===== src/failover_pkg.sv =====
// constants for the network command failover block
package failover_pkg;
  localparam int unsigned CLK_HZ          = 10_000_000;
  localparam int unsigned STEP_MS         = 500;
  localparam int unsigned STEP_CYCLES     = (CLK_HZ / 1000) * STEP_MS;
  localparam int unsigned DROP_STEPS_MIN  = 1;
  localparam int unsigned DROP_STEPS_MAX  = 100;
  localparam int unsigned MSG_THRESHOLD   = 3;
  localparam int unsigned RECOVER_MULT    = 3;
  localparam int unsigned CONFIG_KEY      = 49;
  localparam int unsigned ADDR_MIN        = 1;
  localparam int unsigned ADDR_MAX        = 16;
  localparam logic [4:0]  ADDR_RESET      = 5'h10;
  localparam logic [6:0]  DROP_RESET      = 7'h02;
  localparam int unsigned NUM_GROUPS      = 4;
  localparam int unsigned GRP_DISPATCH    = 0;
  localparam int unsigned GRP_BREAKER_AUX = 1;
  localparam int unsigned GRP_RAISE_LOWER = 2;
  localparam int unsigned GRP_PROC_SETPT  = 3;
  typedef enum logic [1:0] {MON_HARDWARE, MON_NETWORK, MON_FAULT} monitor_e;
endpackage


===== src/network_command_failover.sv =====
// network command failover: source selection, dropout detection, revert policies
//
// Contract
// - dropout interval 0.5 s to 50 s, 0.5 s steps
// - fewer than three messages per interval: failed
// - recovery needs three messages in 3x interval
// - hardware policy: switch to hardware at failure
// - hardware policy: back to network at recovery
// - lock-in-last latches last command at failure
// - network loop returns on matching network command
// - hardware loop: matching hardware inputs take over
// - hardware loop returns when network matches hardware
// - source selector hardware forces every input
// - per-group selector, true network, false hardware
// - setpoint and raise/lower groups always revert
// - config changes need key 49, switches open
// - address 1 to 16, applied on save
// - tool-assigned address keeps previous on save
// - service request sends the unique code
// - saved dropout interval applies after power-up
// - loop flags exclusive, set on lock-in failure
// - monitor shows hardware, network or fault
`timescale 1ns/1ps
`default_nettype none
module network_command_failover
#(
  parameter int unsigned DW            = 8,
  parameter int unsigned STEP_CYCLES_P = failover_pkg::STEP_CYCLES
) (
  input  wire logic                  mclk_in,
  input  wire logic                  rst_in,
  input  wire logic                  net_msg_valid_in,
  input  wire logic [DW-1:0]         net_discrete_in,
  input  wire logic [DW-1:0]         net_analog_in,
  input  wire logic [DW-1:0]         hw_discrete_in,
  input  wire logic [DW-1:0]         hw_analog_in,
  input  wire logic                  source_network_in,
  input  wire logic                  revert_lock_in,
  input  wire logic                  group_dispatch_select_in,
  input  wire logic                  group_breaker_aux_select_in,
  input  wire logic                  group_raise_lower_select_in,
  input  wire logic                  group_process_setpoint_select_in,
  input  wire logic                  power_up_in,
  input  wire logic [7:0]            config_key_in,
  input  wire logic                  switches_open_in,
  input  wire logic                  save_in,
  input  wire logic [6:0]            drop_steps_in,
  input  wire logic [4:0]            addr_entry_in,
  input  wire logic                  addr_tool_assigned_in,
  input  wire logic                  service_request_in,
  output logic [DW-1:0]              cmd_discrete_out,
  output logic [DW-1:0]              cmd_analog_out,
  output logic [failover_pkg::NUM_GROUPS-1:0] group_network_out,
  output logic                       net_failed_out,
  output logic                       net_loop_out,
  output logic                       hw_loop_out,
  output var failover_pkg::monitor_e command_source_monitor_out,
  output logic [4:0]                 node_addr_out,
  output logic [6:0]                 drop_steps_active_out,
  output logic                       service_id_send_out
);
  import failover_pkg::*;

  typedef enum {ST_NETWORK, ST_HW_REVERT, ST_LOCKED, ST_HW_LOOP} mode_e;

  ////////////////////////////////////////////////////////////////////////////
  // shared helpers
  // inclusive bound test, shared by the interval and address checks
  function automatic logic in_range(input logic [6:0] val, input logic [6:0] lo,
                                    input logic [6:0] hi);
    return (val >= lo) && (val <= hi);
  endfunction

  // a group rides the network only while every term agrees
  function automatic logic route_net(input logic global_sel, input logic own_sel,
                                     input logic healthy);
    return global_sel && own_sel && healthy;
  endfunction

  ////////////////////////////////////////////////////////////////////////////
  // configuration storage
  logic [6:0]  drop_saved_ff;
  logic [6:0]  drop_active_ff;
  logic [4:0]  addr_ff;
  logic        cfg_ok;
  logic        drop_legal;
  logic        addr_legal;
  logic        drop_load;
  logic        addr_load;
  assign cfg_ok     = (config_key_in == 8'(CONFIG_KEY)) && switches_open_in;
  assign drop_legal = in_range(drop_steps_in, 7'(DROP_STEPS_MIN), 7'(DROP_STEPS_MAX));
  assign addr_legal = in_range({2'h0, addr_entry_in}, 7'(ADDR_MIN), 7'(ADDR_MAX));
  assign drop_load  = save_in && cfg_ok && drop_legal;
  // a tool-assigned address simply stays as it was, so a save cannot move it
  assign addr_load  = save_in && cfg_ok && addr_legal && !addr_tool_assigned_in;

  always_ff @(posedge mclk_in or posedge rst_in) begin
    if (rst_in) begin
      drop_saved_ff <= DROP_RESET;
    end else if (drop_load) begin
      drop_saved_ff <= drop_steps_in;
    end
  end

  always_ff @(posedge mclk_in or posedge rst_in) begin
    if (rst_in) begin
      addr_ff <= ADDR_RESET;
    end else if (addr_load) begin
      addr_ff <= addr_entry_in;
    end
  end

  // the live interval is taken from storage only on power-up
  always_ff @(posedge mclk_in or posedge rst_in) begin
    if (rst_in) drop_active_ff <= DROP_RESET;
    else if (power_up_in) drop_active_ff <= drop_saved_ff;
  end

  ////////////////////////////////////////////////////////////////////////////
  // window timing
  logic [31:0] tick_cnt_ff;
  logic [8:0]  step_cnt_ff;
  logic [1:0]  msg_cnt_ff;
  logic        step_tick;
  logic [8:0]  win_steps;
  logic        win_end;
  logic        enough;
  logic        net_failed_ff;
  logic        msg_count;

  assign step_tick = (tick_cnt_ff == STEP_CYCLES_P - 1);
  // failed networks look over three intervals, healthy ones over one
  assign win_steps = net_failed_ff ? 9'(drop_active_ff * RECOVER_MULT)
                                   : 9'(drop_active_ff);
  assign win_end   = step_tick && (step_cnt_ff >= win_steps - 9'h001);
  assign enough    = (msg_cnt_ff == 2'(MSG_THRESHOLD)) ||
                     ((msg_cnt_ff == 2'(MSG_THRESHOLD - 1)) && net_msg_valid_in);

  always_ff @(posedge mclk_in or posedge rst_in) begin
    if (rst_in) tick_cnt_ff <= '0;
    else tick_cnt_ff <= step_tick ? '0 : tick_cnt_ff + 32'h1;
  end

  // saturating at the threshold keeps the two-bit counter from wrapping
  assign msg_count = net_msg_valid_in && (msg_cnt_ff != 2'(MSG_THRESHOLD));

  always_ff @(posedge mclk_in or posedge rst_in) begin
    if (rst_in) begin
      step_cnt_ff <= '0;
    end else if (win_end) begin
      step_cnt_ff <= '0;
    end else if (step_tick) begin
      step_cnt_ff <= step_cnt_ff + 9'h001;
    end
  end

  always_ff @(posedge mclk_in or posedge rst_in) begin
    if (rst_in) begin
      msg_cnt_ff <= '0;
    end else if (win_end) begin
      msg_cnt_ff <= '0;
    end else if (msg_count) begin
      msg_cnt_ff <= msg_cnt_ff + 2'h1;
    end
  end

  always_ff @(posedge mclk_in or posedge rst_in) begin
    if (rst_in) net_failed_ff <= 1'b1;
    else if (win_end) net_failed_ff <= !enough;
  end

  ////////////////////////////////////////////////////////////////////////////
  // revert policy state
  mode_e       mode_ff;
  mode_e       nxt_mode;
  logic [DW-1:0] held_disc_ff;
  logic [DW-1:0] held_ana_ff;
  logic [DW-1:0] last_disc_ff;
  logic [DW-1:0] last_ana_ff;
  logic        fail_now;
  logic        net_ok;
  logic        lock_now;
  logic [DW-1:0] lock_disc;
  logic [DW-1:0] lock_ana;

  assign fail_now = win_end && !net_failed_ff && !enough;
  assign net_ok   = !net_failed_ff;

  always_ff @(posedge mclk_in or posedge rst_in) begin
    if (rst_in) begin
      last_disc_ff <= '0;
      last_ana_ff  <= '0;
    end else if (net_msg_valid_in) begin
      last_disc_ff <= net_discrete_in;
      last_ana_ff  <= net_analog_in;
    end
  end

  always_comb begin
    nxt_mode = mode_ff;
    case (mode_ff)
      ST_NETWORK: begin
        if (fail_now) nxt_mode = revert_lock_in ? ST_LOCKED : ST_HW_REVERT;
      end
      ST_HW_REVERT: begin
        if (net_ok) nxt_mode = ST_NETWORK;
      end
      ST_LOCKED: begin
        if (net_ok && net_msg_valid_in && net_discrete_in == held_disc_ff)
          nxt_mode = ST_NETWORK;
        else if (hw_discrete_in == held_disc_ff) nxt_mode = ST_HW_LOOP;
      end
      ST_HW_LOOP: begin
        if (net_ok && net_msg_valid_in && net_discrete_in == hw_discrete_in)
          nxt_mode = ST_NETWORK;
      end
      default: nxt_mode = ST_HW_REVERT;
    endcase
  end

  // a message landing on the failing edge is the newest command, so it wins the latch
  assign lock_now  = (mode_ff == ST_NETWORK) && (nxt_mode == ST_LOCKED);
  assign lock_disc = net_msg_valid_in ? net_discrete_in : last_disc_ff;
  assign lock_ana  = net_msg_valid_in ? net_analog_in : last_ana_ff;

  always_ff @(posedge mclk_in or posedge rst_in) begin
    if (rst_in) begin
      mode_ff <= ST_HW_REVERT;
    end else begin
      mode_ff <= nxt_mode;
    end
  end

  always_ff @(posedge mclk_in or posedge rst_in) begin
    if (rst_in) begin
      held_disc_ff <= '0;
      held_ana_ff  <= '0;
    end else if (lock_now) begin
      held_disc_ff <= lock_disc;
      held_ana_ff  <= lock_ana;
    end
  end

  ////////////////////////////////////////////////////////////////////////////
  // source selection per group
  logic [NUM_GROUPS-1:0] grp_sel;
  logic [NUM_GROUPS-1:0] grp_net;
  logic                  main_net;
  logic                  policy_net;
  logic [DW-1:0]         main_disc;
  logic [DW-1:0]         main_ana;
  logic                  use_held;

  assign grp_sel = {group_process_setpoint_select_in, group_raise_lower_select_in,
                    group_breaker_aux_select_in, group_dispatch_select_in};
  assign policy_net = (mode_ff == ST_NETWORK);
  assign grp_net[GRP_DISPATCH]    = route_net(source_network_in, grp_sel[GRP_DISPATCH],
                                              policy_net);
  assign grp_net[GRP_BREAKER_AUX] = route_net(source_network_in, grp_sel[GRP_BREAKER_AUX],
                                              policy_net);
  // these two follow network health only, never the lock
  assign grp_net[GRP_RAISE_LOWER] = route_net(source_network_in, grp_sel[GRP_RAISE_LOWER],
                                              net_ok);
  assign grp_net[GRP_PROC_SETPT]  = route_net(source_network_in, grp_sel[GRP_PROC_SETPT],
                                              net_ok);
  assign main_net  = grp_net[GRP_DISPATCH];
  // the held word shows only while the dispatch path still asks for the network
  assign use_held  = source_network_in && grp_sel[GRP_DISPATCH]
                     && (mode_ff == ST_LOCKED);
  assign main_disc = main_net ? last_disc_ff : use_held ? held_disc_ff : hw_discrete_in;
  assign main_ana  = main_net ? last_ana_ff : use_held ? held_ana_ff : hw_analog_in;

  ////////////////////////////////////////////////////////////////////////////
  // outputs
  monitor_e nxt_monitor;
  assign nxt_monitor = main_net ? MON_NETWORK
                     : (net_failed_ff && source_network_in) ? MON_FAULT
                     : MON_HARDWARE;

  // every output is its own short register, one cycle behind the state it shows
  always_ff @(posedge mclk_in or posedge rst_in) begin
    if (rst_in) begin
      cmd_discrete_out <= '0;
      cmd_analog_out   <= '0;
    end else begin
      cmd_discrete_out <= main_disc;
      cmd_analog_out   <= main_ana;
    end
  end

  always_ff @(posedge mclk_in or posedge rst_in) begin
    if (rst_in) begin
      group_network_out <= '0;
    end else begin
      group_network_out <= grp_net;
    end
  end

  always_ff @(posedge mclk_in or posedge rst_in) begin
    if (rst_in) begin
      net_failed_out <= 1'b1;
    end else begin
      net_failed_out <= net_failed_ff;
    end
  end

  // both flags come from one state, so they can never be high together
  always_ff @(posedge mclk_in or posedge rst_in) begin
    if (rst_in) begin
      net_loop_out <= 1'b0;
      hw_loop_out  <= 1'b0;
    end else begin
      net_loop_out <= (mode_ff == ST_LOCKED);
      hw_loop_out  <= (mode_ff == ST_HW_LOOP);
    end
  end

  always_ff @(posedge mclk_in or posedge rst_in) begin
    if (rst_in) begin
      command_source_monitor_out <= MON_HARDWARE;
    end else begin
      command_source_monitor_out <= nxt_monitor;
    end
  end

  always_ff @(posedge mclk_in or posedge rst_in) begin
    if (rst_in) begin
      node_addr_out <= ADDR_RESET;
    end else begin
      node_addr_out <= addr_ff;
    end
  end

  always_ff @(posedge mclk_in or posedge rst_in) begin
    if (rst_in) begin
      drop_steps_active_out <= DROP_RESET;
    end else begin
      drop_steps_active_out <= drop_active_ff;
    end
  end

  always_ff @(posedge mclk_in or posedge rst_in) begin
    if (rst_in) begin
      service_id_send_out <= 1'b0;
    end else begin
      service_id_send_out <= service_request_in;
    end
  end
endmodule // network_command_failover
`default_nettype wire

===== config.mk =====
export PLATFORM = sky130hd
export DESIGN_NAME = network_command_failover
export DESIGN_NICKNAME = d
export VERILOG_FILES = /design/src/failover_pkg.sv /design/src/network_command_failover.sv
export SDC_FILE = /design/constraint.sdc
export NUM_CORES = 1
export LEC_CHECK = 0
export ABC_AREA = 1
export BUFFER_PORTS_ARGS = -buffer_cell sky130_fd_sc_hd__buf_4
export CAP_MARGIN = 30
export CORE_MARGIN = 5
export CORE_UTILIZATION = 54
export CTS_BUF_LIST = sky130_fd_sc_hd__clkbuf_4
export DETAILED_ROUTE_END_ITERATION = 16
export GPL_TIMING_DRIVEN = 1
export PLACE_DENSITY_LB_ADDON = 0.15
export SETUP_SLACK_MARGIN = 0.15
export SKIP_LAST_GASP = 1
export SLEW_MARGIN = 0
export SYNTH_ARGS = -nofsm -noshare
export SYNTH_HDL_FRONTEND = slang
export SYNTH_SLANG_ARGS = --single-unit

===== constraint.sdc =====
create_clock -name mclk_in -period 5.3 [get_ports mclk_in]
set_input_delay 0.795 -clock mclk_in [delete_from_list [all_inputs] [get_ports mclk_in]]
set_output_delay 0.795 -clock mclk_in [all_outputs]
set_load 0.01 [all_outputs]

# Yosys cells after proc, flatten, opt, wreduce, memory -nomap -nowiden
# Index checks and enable logic that the tools add are counted.
# classes
shifts,0
magnitude_cmp,5
n_reduce_logical,34
addsub,4
eq_ne,14
div,0
bitwise,0
multipliers,1
n_mux,21
# op_table
op,count
2-to-1 mux 32 bit,6
one-hot mux 32 bit (4 select lines),1
== test 32 x 3 -> 1 bit (second input constant),3
== test 32 x 2 -> 1 bit (second input constant),2
zero test 32 bit,2
2-to-1 mux 8 bit,6
adder 32 x 1 -> 32 bit (second input constant),1
== test 32 x 1 -> 1 bit (second input constant),1
== test 32 x 23 -> 1 bit (second input constant),1
2-to-1 mux 9 bit,3
logical AND 1 bit,26
== test 8 bit,3
2-to-1 mux 2 bit,5
adder 9 x 1 -> 9 bit (second input constant),1
greater-or-equal comparator 9 bit,1
multiplier 7 x 2 -> 9 bit (second input constant),1
subtractor 9 x 1 -> 9 bit (second input constant),1
== test 8 x 6 -> 1 bit (second input constant),1
greater-or-equal comparator 7 x 1 -> 1 bit (second input constant),1
<= comparator 7 bit (second input constant),1
greater-or-equal comparator 5 x 1 -> 1 bit (second input constant),1
<= comparator 5 bit (second input constant),1
== test 2 bit (second input constant),2
nonzero test 2 bit,2
other kinds (4),6
# totals
reg_bits,165
output_inout_bits,38
n_memories,0
latch_bits,0
inputBits,66
rom_bits,0
ramBits,0

# Longest topological paths before layout
# Gate-level depths: netlist of run 1.
# logic_depth
ltp_word,11
ltp_mapped,26
depth_no_buf,25

# Least setup slack after synthesis of run 1
# OpenSTA, ideal clock, no wires.
# synth_path
path_kind,register to register
start,reg drop_active_ff[1]
end,reg held_disc_ff[7]
period_less_slack_ps,3631
arrival_time_ps,3515
n_path_buf,1
slack_ps,1669
required_ps,5183
stages_incl_launch_ff,26
cell_sequence,dfstp_2 -> ha_1 -> inv_1 -> fa_1 -> nand2_1 -> o21ai_1 -> nand2_1 -> nor2_1 -> nand2_1 -> nor2_1 -> nand3_1 -> nand2_1 -> nand2_1 -> ha_1 -> nand2_1 -> nor2_1 -> nand2_1 -> a21oi_1 -> nor2_1 -> nor2_4 -> nand2_1 -> nor2_2 -> nand3_4 -> buf_6 -> nand2_1 -> nand2_1
# synth_between
elab_chain_len,11
# synth_rtl
element,line_no,text
start: declaration,network_command_failover.sv:83,logic [6:0] drop_active_ff;
start signal: assignment,network_command_failover.sv:116,else if (power_up_in) drop_active_ff <= drop_saved_ff;
multiplier 7 x 2 -> 9 bit,network_command_failover.sv:133,assign win_steps = net_failed_ff ? 9'(drop_active_ff * RECOVER_MULT)
2-to-1 mux 9 bit (*),network_command_failover.sv:133,
subtractor 9 x 1 -> 9 bit (*),network_command_failover.sv:135,assign win_end = step_tick && (step_cnt_ff >= win_steps - 9'h001);
greater-or-equal comparator 9 bit (*),network_command_failover.sv:135,
logical AND 1 bit (*),network_command_failover.sv:135,
logical AND 1 bit (*) (2 in a row),network_command_failover.sv:186,assign fail_now = win_end && !net_failed_ff && !enough;
2-to-1 mux 32 bit (*),network_command_failover.sv:203,if (fail_now) nxt_mode = revert_lock_in ? ST_LOCKED : ST_HW_REVERT;
one-hot mux 32 bit (4 select lines) (*),network_command_failover.sv:201,case (mode_ff)
== test 32 x 3 -> 1 bit (*),network_command_failover.sv:222,assign lock_now = (mode_ff == ST_NETWORK) && (nxt_mode == ST_LOCKED);
logical AND 1 bit (*),network_command_failover.sv:222,
end signal: assignment,network_command_failover.sv:239,held_disc_ff <= lock_disc;
end: declaration,network_command_failover.sv:176,logic [DW-1:0] held_disc_ff;
# Mark *: on every way between the ends. The rest lies on a longest branch, timed or not.
# A chain may end at the register's enable or synchronous reset.

# Final worst setup path of run 1
# layout_path
start,reg drop_active_ff[1]
end,reg held_ana_ff[4]
# layout_between
elab_chain_len,11
# layout_rtl
element,line_no,text
multiplier 7 x 2 -> 9 bit,network_command_failover.sv:133,
2-to-1 mux 9 bit (*),network_command_failover.sv:133,
subtractor 9 x 1 -> 9 bit (*),network_command_failover.sv:135,
greater-or-equal comparator 9 bit (*),network_command_failover.sv:135,
logical AND 1 bit (*),network_command_failover.sv:135,
logical AND 1 bit (*) (2 in a row),network_command_failover.sv:186,
2-to-1 mux 32 bit (*),network_command_failover.sv:203,
one-hot mux 32 bit (4 select lines) (*),network_command_failover.sv:201,
== test 32 x 3 -> 1 bit (*),network_command_failover.sv:222,
logical AND 1 bit (*),network_command_failover.sv:222,
end signal: assignment,network_command_failover.sv:240,held_ana_ff <= lock_ana;
end: declaration,network_command_failover.sv:177,logic [DW-1:0] held_ana_ff;
# Marked as above.

==> impl_metrics.json, run 1 <==
{
  "final.setup.tns_ps": 0,
  "async_flop_share_pct": 100.0,
  "synth_seq_cells": 164,
  "grtUsageTotal_pct": 20.83,
  "grt_pass1_wl_um": 30050,
  "clkLatencyLatePin_ps": 570,
  "cts.clk_slew.worst_paths_ps": 140,
  "fp.coreArea_um2": 15150,
  "max_stage_delay_ps": 580,
  "cts_resized": 0,
  "p_leak_nw": 5.115,
  "critPathCaptureType": "flop",
  "fin_worst_skew_ps": 20.86,
  "placed_cell_area_um2": 9343,
  "cp-start-kind": "flop",
  "ys_types": 46,
  "syn2layout_area_growth_pct": 16.90,
  "critPathMaxFanout": 17,
  "fmax_ghz": 0.2443,
  "drt_iter0_drc": 448,
  "clock_path_buffers": 2,
  "layout_worst_path_cycle_share_pct": 77.24,
  "die_x_um": 133.8,
  "grt_pass1_vias": 6368,
  "crit_path_frequent_cell": "nand2_1",
  "io_buffers": 103,
  "criticalPathCategory": "reg -> reg",
  "placed_cells": 1316,
  "slew_violations": 0,
  "drcViolationCount": 0,
  "dr_total_vias": 6797,
  "die_area_um2": 17900,
  "fin_nets": 1235,
  "layout-drive-gt1-share_pct": 16.72,
  "rsz0062_at_grt": "false",
  "r2r_slack_ps": 1210,
  "cts-root-buf": "clkbuf_4",
  "cellPowerDensity_nw_per_um2": 243.6,
  "syn_area_um2": 8277,
  "nFillCells": 1347,
  "cts_tree": "yes",
  "path_buf_inv": 1,
  "final_antenna_net_count": 0,
  "htreeDepth": 4,
  "start_util_pct": 54.65,
  "yosysSeqAreaShare_pct": 49.71,
  "crit_chain": "ha_1, inv_1, fa_1, nand2_1, o21ai_1, nand2_1, nor2_1, nand2_1, nor2_1, nand3_1, nand2_1, nand2_1, ha_1, nand2_1, nor2_1, nand2_1, a21oi_1, nor2_1, nor2_4, nand4_2, nor2_4, nand2_1, nand2_1",
  "status": "finished clean",
  "fin_cells": 1349,
  "final_common_cell": "nand2_1",
  "finish.utilization_pct": 63.88,
  "num_io_pins": 104,
  "wl_met2_um": 7969,
  "min_path_type": "in -> reg",
  "hpwl_um": 13280,
  "place_congestion": 0.9104,
  "setup-violations-final": 0,
  "whs_path_depth": 1,
  "holdCritStartpoint": "service_request_in",
  "clock_sinks": 164,
  "synthesis.instances": 1009,
  "maxSlewHeadroom_pct": 41.91,
  "synth_warnings": 0,
  "crit_family": "simple AND/OR/NAND/NOR gates",
  "crit_arrival_ps": 4590,
  "required_ps": 5800,
  "slowest_stage": "dfstp_2",
  "overflow": 0,
  "synth-main-ff-cell": "dfrtp_1",
  "ir_drop_mv": 0.2294,
  "cts_setup_buffers": 0,
  "die_y_um": 133.8,
  "reg2regPathDepth": 23,
  "tightest_slew_ps": 871.4,
  "ctsHoldBuffers": 0,
  "drt-met1-wl_um": 8451,
  "mostFrequentLayoutCells": "nand2_1, dfrtp_1, inv_1",
  "grt_antenna_before_repair": 1,
  "top_layer": "met4",
  "max_cap_violations": 0,
  "min_period_ps": 4094,
  "rr_startpoint": "drop_active_ff[1]",
  "wl_per_cell_um": 13.18,
  "routed-wl-met3_um": 1205,
  "design_area_um2": 9676,
  "synth_edf_count": 0,
  "holdPathEnd": "service_id_send_out",
  "drt_pass1_iterations": 5,
  "hold_viol": 0,
  "r2r-end": "held_ana_ff[4]",
  "grt_max_degree": 165,
  "drt_wl_total_um": 17780,
  "avgSynthCellArea_um2": 8.203,
  "vias_per_cell": 5.039,
  "placementRows": 45,
  "numCtsBuffers": 17
}
area by class of cell:
| type | instances | area, um2 | share of cell area, % |
|---|---|---|---|
| timing repair buffer | 105 | 800.8 | 8.276 |
| sequential | 164 | 4114 | 42.52 |
| antenna | 1 | 2.502 | 0.02586 |
| clock inverter | 14 | 195.2 | 2.017 |
| inverter | 140 | 529.3 | 5.470 |
| multi-input combinational | 719 | 3664 | 37.86 |
| clock buffer | 18 | 135.1 | 1.397 |
| tap | 188 | 235.2 | 2.431 |
sequential cells by signal (all words and copies together), names as in the netlist, 3 cells and up:
register	cells
addr_ff	5
cmd_analog_out	8
cmd_discrete_out	8
drop_active_ff	7
drop_saved_ff	7
drop_steps_active_out	7
group_network_out	3
held_ana_ff	8
held_disc_ff	8
last_ana_ff	8
last_disc_ff	8
mode_ff	32
node_addr_out	5
step_cnt_ff	9
tick_cnt_ff	32
report_power, final:
| group | total, W | switching, W | leakage, nW | internal (W) |
|---|---|---|---|---|
| Clock | 0.000814 | 0.000467 | 0.172 | 0.000347 |
| Combinational | 0.000232 | 0.000134 | 2.84 | 0.0000981 |
| Sequential | 0.00131 | 0.0000184 | 2.10 | 0.00129 |
worst max-delay path by stage:
stage | start | to | slack, ps | cells after the start
2_1_floorplan | drop_active_ff[1] | held_disc_ff[7] | 1670 | 25
3_3_place_gp | drop_active_ff[1] | held_ana_ff[5] | 1430 | 24
3_5_place_dp | drop_active_ff[1] | held_ana_ff[4] | 1260 | 23
4_1_cts | drop_active_ff[1] | held_ana_ff[4] | 1200 | 23
5_1_grt | drop_active_ff[1] | held_ana_ff[4] | 800 | 23
6_report | drop_active_ff[1] | held_ana_ff[4] | 1210 | 23
logic make-up (layout without fill, tap and decap cells):
group	after synthesis	after routing	synth area share [%]
AO/OA/AOI/OAI	82	82	5.246
XOR/XNOR	43	43	4.550
adder cells (fa/ha/maj)	22	22	3.416
buffers and inverters	155	277	7.347
flip-flops	164	164	49.71
multiplexers	6	6	0.8163
other	1	31	0.04531
AND/OR/NAND/NOR	536	536	28.87
per-stage QoR:
step | total power (W) | setup WS (ps) | hold slack, ps
floorplan | 0.001474 | 1669 | 353.3
CTS | 0.002385 | 1196 | 291.4
global placement | 0.001566 | 1427 | 355.7
detailed placement | 0.001570 | 1255 | 356.2
global route | 0.002485 | 804.6 | 270.3
finish | 0.002357 | 1206 | 335.3
per-layer routing:
metal  global-route usage [%]  up-vias
li1                         -     3467
met1                    29.95     3133
met2                    31.92      181
met3                    5.701       16
met4                    4.514        0
met5                        0        -
cell usage after synthesis, types with 2 or more instances:
master    number  area (um2)
inv_2         18       67.56
nand2_1      276        1036
a21oi_1       15       75.07
nor2_4         4       45.04
mux2_2         6       67.56
nor3_1        34       170.2
dfstp_2        8       210.2
o22ai_1        2       12.51
nand3_1       46       230.2
ha_1          21       262.8
nor2_2         3       18.77
clkbuf_1       6       22.52
buf_1          2       7.510
xnor2_1        7       61.31
o21ai_1       19       95.09
nand4_1       30       187.7
nor4_1        10       62.56
nand3b_1       3       22.52
buf_2          3       15.01
nor2_1       108       405.4
or2_2          5       31.28
inv_1        121       454.2
nor3b_1        3       22.52
nand3_2        3       30.03
o31ai_1        2       15.01
nand2_2        3       18.77
o21ai_0       40       200.2
dfrtp_1      156        3904
buf_6          2       22.52
buf_4          2       15.01
xor2_1        36       315.3
No activity file was read; power rests on OpenSTA's default activity.
==> run 2, diff against run 1 <==
- CORE_UTILIZATION: 54 -> 55
- clock period: 5.3 -> 3.9 ns (I/O delays scaled with it)
==> run 2 against run 1 <==
Effect of this change:
- critical path depth grew 2
- hold slack got worse by 240 ps
- wire length increased by 8.7%
- global-route usage up 1.5 points
- register-to-register slack got worse by 1100 ps
==> impl_metrics.json, run 2 (synthesis gave the netlist of run 1 again) <==
{
  "crit_family": "simple AND/OR/NAND/NOR gates",
  "vias_per_cell": 5.108,
  "holdPathEnd": "service_id_send_out",
  "layout.area.seq_um2": 4114,
  "grt_antenna_before_repair": 1,
  "clock_sinks": 164,
  "fin_nets": 1257,
  "fmax_ghz": 0.2618,
  "fp.coreArea_um2": 14640,
  "layout_worst_path_cycle_share_pct": 97.92,
  "syn2layout_area_growth_pct": 21.45,
  "crit_path_frequent_cell": "nand2_1",
  "final_antenna_net_count": 0,
  "critPathMaxFanout": 4,
  "slew_violations": 0,
  "die_x_um": 132.7,
  "slowest_stage": "dfstp_2",
  "cp-start-kind": "flop",
  "top_regs": "mode_ff x32, tick_cnt_ff x32, step_cnt_ff x9",
  "r2r-end": "held_disc_ff[7]",
  "rsz0062_at_grt": "true",
  "cts.clk_slew.worst_paths_ps": 140,
  "rr_startpoint": "drop_active_ff[1]",
  "r2r_slack_ps": 80,
  "required_ps": 4420,
  "grt_pass1_vias": 6801,
  "criticalPathCategory": "reg -> reg",
  "drt_pass1_iterations": 5,
  "wl_per_cell_um": 14.14,
  "cts-root-buf": "clkbuf_4",
  "fin_worst_skew_ps": 25.99,
  "placed_cells": 1318,
  "die_y_um": 132.7,
  "start_util_pct": 56.52,
  "drcViolationCount": 0,
  "place_congestion": 0.9488,
  "placementRows": 44,
  "max_cap_violations": 0,
  "grt_max_degree": 54,
  "critPathCaptureType": "flop",
  "holdCritStartpoint": "service_request_in",
  "max_stage_delay_ps": 590,
  "path_buf_inv": 5,
  "mostFrequentLayoutCells": "nand2_1, dfrtp_1, buf_4",
  "io_buffers": 103,
  "hold_viol": 0,
  "num_io_pins": 104,
  "maxSlewHeadroom_pct": 43.28,
  "multi_input_area_um2": 3824,
  "grtUsageTotal_pct": 22.38,
  "htreeDepth": 4,
  "die_area_um2": 17600,
  "dr_total_vias": 6982,
  "hpwl_um": 13830,
  "finish.utilization_pct": 68.64,
  "clock_path_buffers": 2,
  "min_period_ps": 3819,
  "numCtsBuffers": 17,
  "nFillCells": 1198,
  "setup-violations-final": 0,
  "final_common_cell": "nand2_1",
  "whs_path_depth": 1,
  "cts_tree": "yes",
  "grt_pass1_wl_um": 32210,
  "drt_iter0_drc": 517,
  "tightest_slew_ps": 849.1,
  "cellPowerDensity_nw_per_um2": 325.4,
  "reg2regPathDepth": 25,
  "overflow": 0,
  "status": "finished clean",
  "fin_cells": 1367,
  "ir_drop_mv": 0.2963,
  "p_leak_nw": 5.250,
  "drt_wl_total_um": 19330,
  "clkLatencyLatePin_ps": 590,
  "min_path_type": "in -> reg",
  "crit_arrival_ps": 4340,
  "layout-drive-gt1-share_pct": 20.73
}
run 2: cell count changes in the layout (fill, tap and decap cells not counted), moves of 4 or more:
cell | before | now
buf_4 | 104 | 119
nor2_2 | 3 | 7
nand2_2 | 3 | 11
nor2_1 | 108 | 101
nand2_1 | 276 | 267
run 2: final cells by class:
cell class,count,share of cell area (%)
flip-flops and latches,164,40.93
multi-input cells,720,38.04
repair buffers,126,10.21
inverters,140,5.265
well taps,184,2.290
clock inverters,14,1.904
clock buffers,18,1.344
diodes,1,0.02489
run 2: worst max-delay path by stage:
stage                            from              end  slack (ps)  cells after the start
floorplan           drop_active_ff[1]  held_disc_ff[7]         270                     25
global placement    drop_active_ff[1]   held_ana_ff[4]         170                     25
detailed placement  drop_active_ff[1]   held_ana_ff[6]         -40                     24
CTS                 drop_active_ff[1]   held_ana_ff[6]         170                     25
global route        drop_active_ff[1]  held_disc_ff[1]        -170                     25
finish              drop_active_ff[1]  held_disc_ff[7]          80                     25
run 2: repair_timing:
action	in CTS	in global routing
pin swaps	5	24
setup buffers	5	8
resized for setup	12	29
hold buffers	0	0
gates cloned	1	2
setup endpoints to repair	23	28
run 2: report_power, final:
group	internal [W]	switching, W	leakage (nW)
Combinational	0.000159	0.000209	2.98
Clock	0.000474	0.000645	0.170
Sequential	0.00176	0.0000266	2.10
run 2: worst reg2reg max path, cell delays in order, from the launching register on:
cell	delay, ps
dfstp_2	590
ha_4	140
inv_2	40
fa_2	370
xor2_1	170
nand2_1	90
o21ai_2	90
inv_2	80
nor2_2	100
nand2_1	70
nor2_2	110
buf_4	140
xor2_2	60
ha_1	310
nand2_1	60
nor2_2	130
nand2_1	90
a21oi_2	140
nor2_2	80
nor2_4	140
buf_6	120
nand4_4	80
nor2_4	250
clkbuf_16	200
nand2_1	50
nand2_1	60
run 2: layer usage:
metal,track usage [%],routed length [um],up-vias
met5,0,0,-
met4,5.600,198,0
li1,-,-,3502
met2,35.20,9024,204
met3,5.961,1268,19
met1,31.15,8834,3257
run 2: per-stage QoR:
stage                     setup TNS [ps]  worst slack, ps  cell area, um2  total power, W  hold slack (ps)
after floorplan                        0            268.5            8389        0.002002            353.3
after global placement                 0            165.8            9395        0.002134            355.8
after detailed placement          -327.5           -44.77            9395        0.002140            361.1
after CTS                              0            167.5            9822        0.003270            50.69
after global routing               -2744           -168.5           10050        0.003435            33.33
final                                  0            80.97           10050        0.003271            92.18
==> run 3, diff against run 2 <==
- GPL_ROUTABILITY_DRIVEN: unset -> 0
- SETUP_SLACK_MARGIN: 0.15 -> 0.3
==> run 3 against run 2 <==
Effect of this change:
- clock-buffer cell count stayed put
- sequential share of layout area is 0.092 points higher
- clock skew is 9.3 ps lower
- sequential power hardly changed
- critical path depth stayed put
- utilization is 0.15 points lower
- global-route usage is 0.45 points lower
- total power is 1.1% lower
- worst setup slack better by 65 ps
- die area stayed put
- largest power group unchanged
- highest routed layer unchanged
==> impl_metrics.json, run 3 (synthesis gave the netlist of run 1 again) <==
{
  "critPathMaxFanout": 17,
  "max_stage_delay_ps": 600,
  "p_leak_nw": 5.204,
  "syn2layout_area_growth_pct": 21.18,
  "drcViolationCount": 0,
  "multi_input_area_um2": 3884,
  "grt_pass1_vias": 6628,
  "grtUsageTotal_pct": 21.92,
  "slew_violations": 0,
  "vias_per_cell": 5.147,
  "mostFrequentLayoutCells": "nand2_1, dfrtp_1, buf_4",
  "overflow": 0,
  "placed_cells": 1315,
  "min_period_ps": 3754,
  "clock_path_buffers": 2,
  "ir_drop_mv": 0.2599,
  "critPathCaptureType": "flop",
  "place_worst_setup_slack_ps": -38.47,
  "nFillCells": 1176,
  "path_buf_inv": 3,
  "power_w": 0.003235,
  "grt_max_degree": 77,
  "clock_sinks": 164,
  "num_io_pins": 104,
  "setup-violations-final": 0,
  "layout-drive-gt1-share_pct": 21.90,
  "die_x_um": 132.7,
  "grt_antenna_before_repair": 1,
  "layout_worst_path_cycle_share_pct": 96.25,
  "hold_viol": 0,
  "fin_nets": 1253,
  "fin_worst_skew_ps": 16.73,
  "crit_family": "simple AND/OR/NAND/NOR gates",
  "ctsHoldBuffers": 0,
  "crit_path_frequent_cell": "nand2_2",
  "drt_pass1_iterations": 5,
  "wl_per_cell_um": 13.95,
  "fin_cells": 1363,
  "start_util_pct": 56.52,
  "fp.coreArea_um2": 14640,
  "cp-start-kind": "flop",
  "grt_pass1_wl_um": 31380,
  "top_regs": "mode_ff x32, tick_cnt_ff x32, step_cnt_ff x9",
  "crit_arrival_ps": 4290,
  "criticalPathCategory": "reg -> reg",
  "final_common_cell": "nand2_1",
  "htreeDepth": 4,
  "placementRows": 44,
  "cts.clk_slew.worst_paths_ps": 130,
  "fin_ws_ps": 146.4,
  "cellPowerDensity_nw_per_um2": 322.5,
  "dr_total_vias": 7016,
  "rsz0062_at_grt": "true",
  "required_ps": 4430,
  "maxSlewHeadroom_pct": 39.51,
  "max_cap_violations": 0,
  "drt_iter0_drc": 474,
  "drt_wl_total_um": 19010,
  "cts_tree": "yes",
  "numCtsBuffers": 17,
  "slowest_stage": "dfstp_2",
  "status": "finished clean",
  "die_y_um": 132.7,
  "fmax_ghz": 0.2664,
  "clkLatencyLatePin_ps": 590,
  "cts-root-buf": "clkbuf_4",
  "die_area_um2": 17600,
  "min_path_type": "in -> reg",
  "final_antenna_net_count": 0,
  "tightest_slew_ps": 905.5,
  "layout.area.seq_um2": 4114,
  "hpwl_um": 13830,
  "io_buffers": 103
}
## run 3: worst paths after layout
path	from	to	slack (ps)	cells past startpoint
hold / removal	service_request_in	service_id_send_out	110	1
hold reg to reg	addr_ff[4]	node_addr_out[4]	370	0
setup reg to reg	drop_active_ff[1]	held_disc_ff[0]	150	25
min in group asynchronous	rst_in	mode_ff[5]	170	2
max in group asynchronous	rst_in	net_failed_out	2850	3
setup / recovery	drop_active_ff[1]	held_disc_ff[0]	150	25
## run 3: per-stage QoR
step	area [um2]	hold slack, ps	util (%)	TNS, ps
3_5_place_dp	9379	355.4	64.05	-296.9
6_report	10030	107.5	68.49	0
4_1_cts	9844	79.19	67.22	0
2_1_floorplan	8396	353.3	-	0
5_1_grt	10030	63.93	68.49	-705.8
3_3_place_gp	9379	355.2	64.05	0
## run 3: worst register-to-register path: cells and delay by family (launching register included)
family	cells	cell delay, ps
AOI/OAI and AO/OA	2	220
adders and majority gates	3	970
buffers and inverters	3	330
DFF	1	600
and+or+nand+nor	17	1600
## run 3: timing repair
item,CTS,global route
pin swaps,10,30
gates cloned,1,0
resized for setup,19,39
setup endpoints to repair,25,27
buffers inserted,8,6
## run 3: per-layer routing
layer,global-route usage [%],wire (um),vias up
li1,-,-,3504
met1,30.21,8703,3255
met2,33.89,8539,217
met3,6.758,1447,40
met4,5.947,318,0
met5,0,0,-
## run 3: layout make-up
class,instances,share of cell area [%]
clock buffers,18,1.347
flip-flops and latches,164,41.02
well taps,184,2.295
repair buffers,122,9.543
inverters,140,5.277
clock inverters,14,1.771
diodes,1,0.02495
multi-input cells,720,38.72
## run 3: power breakdown
part           switching (W)  internal (W)  leakage (nW)  total [W]
Clock               0.000616      0.000458         0.156    0.00107
Sequential         0.0000268       0.00176          2.10    0.00178
Combinational       0.000213      0.000164          2.95   0.000377
Total               0.000856       0.00238          5.20    0.00323
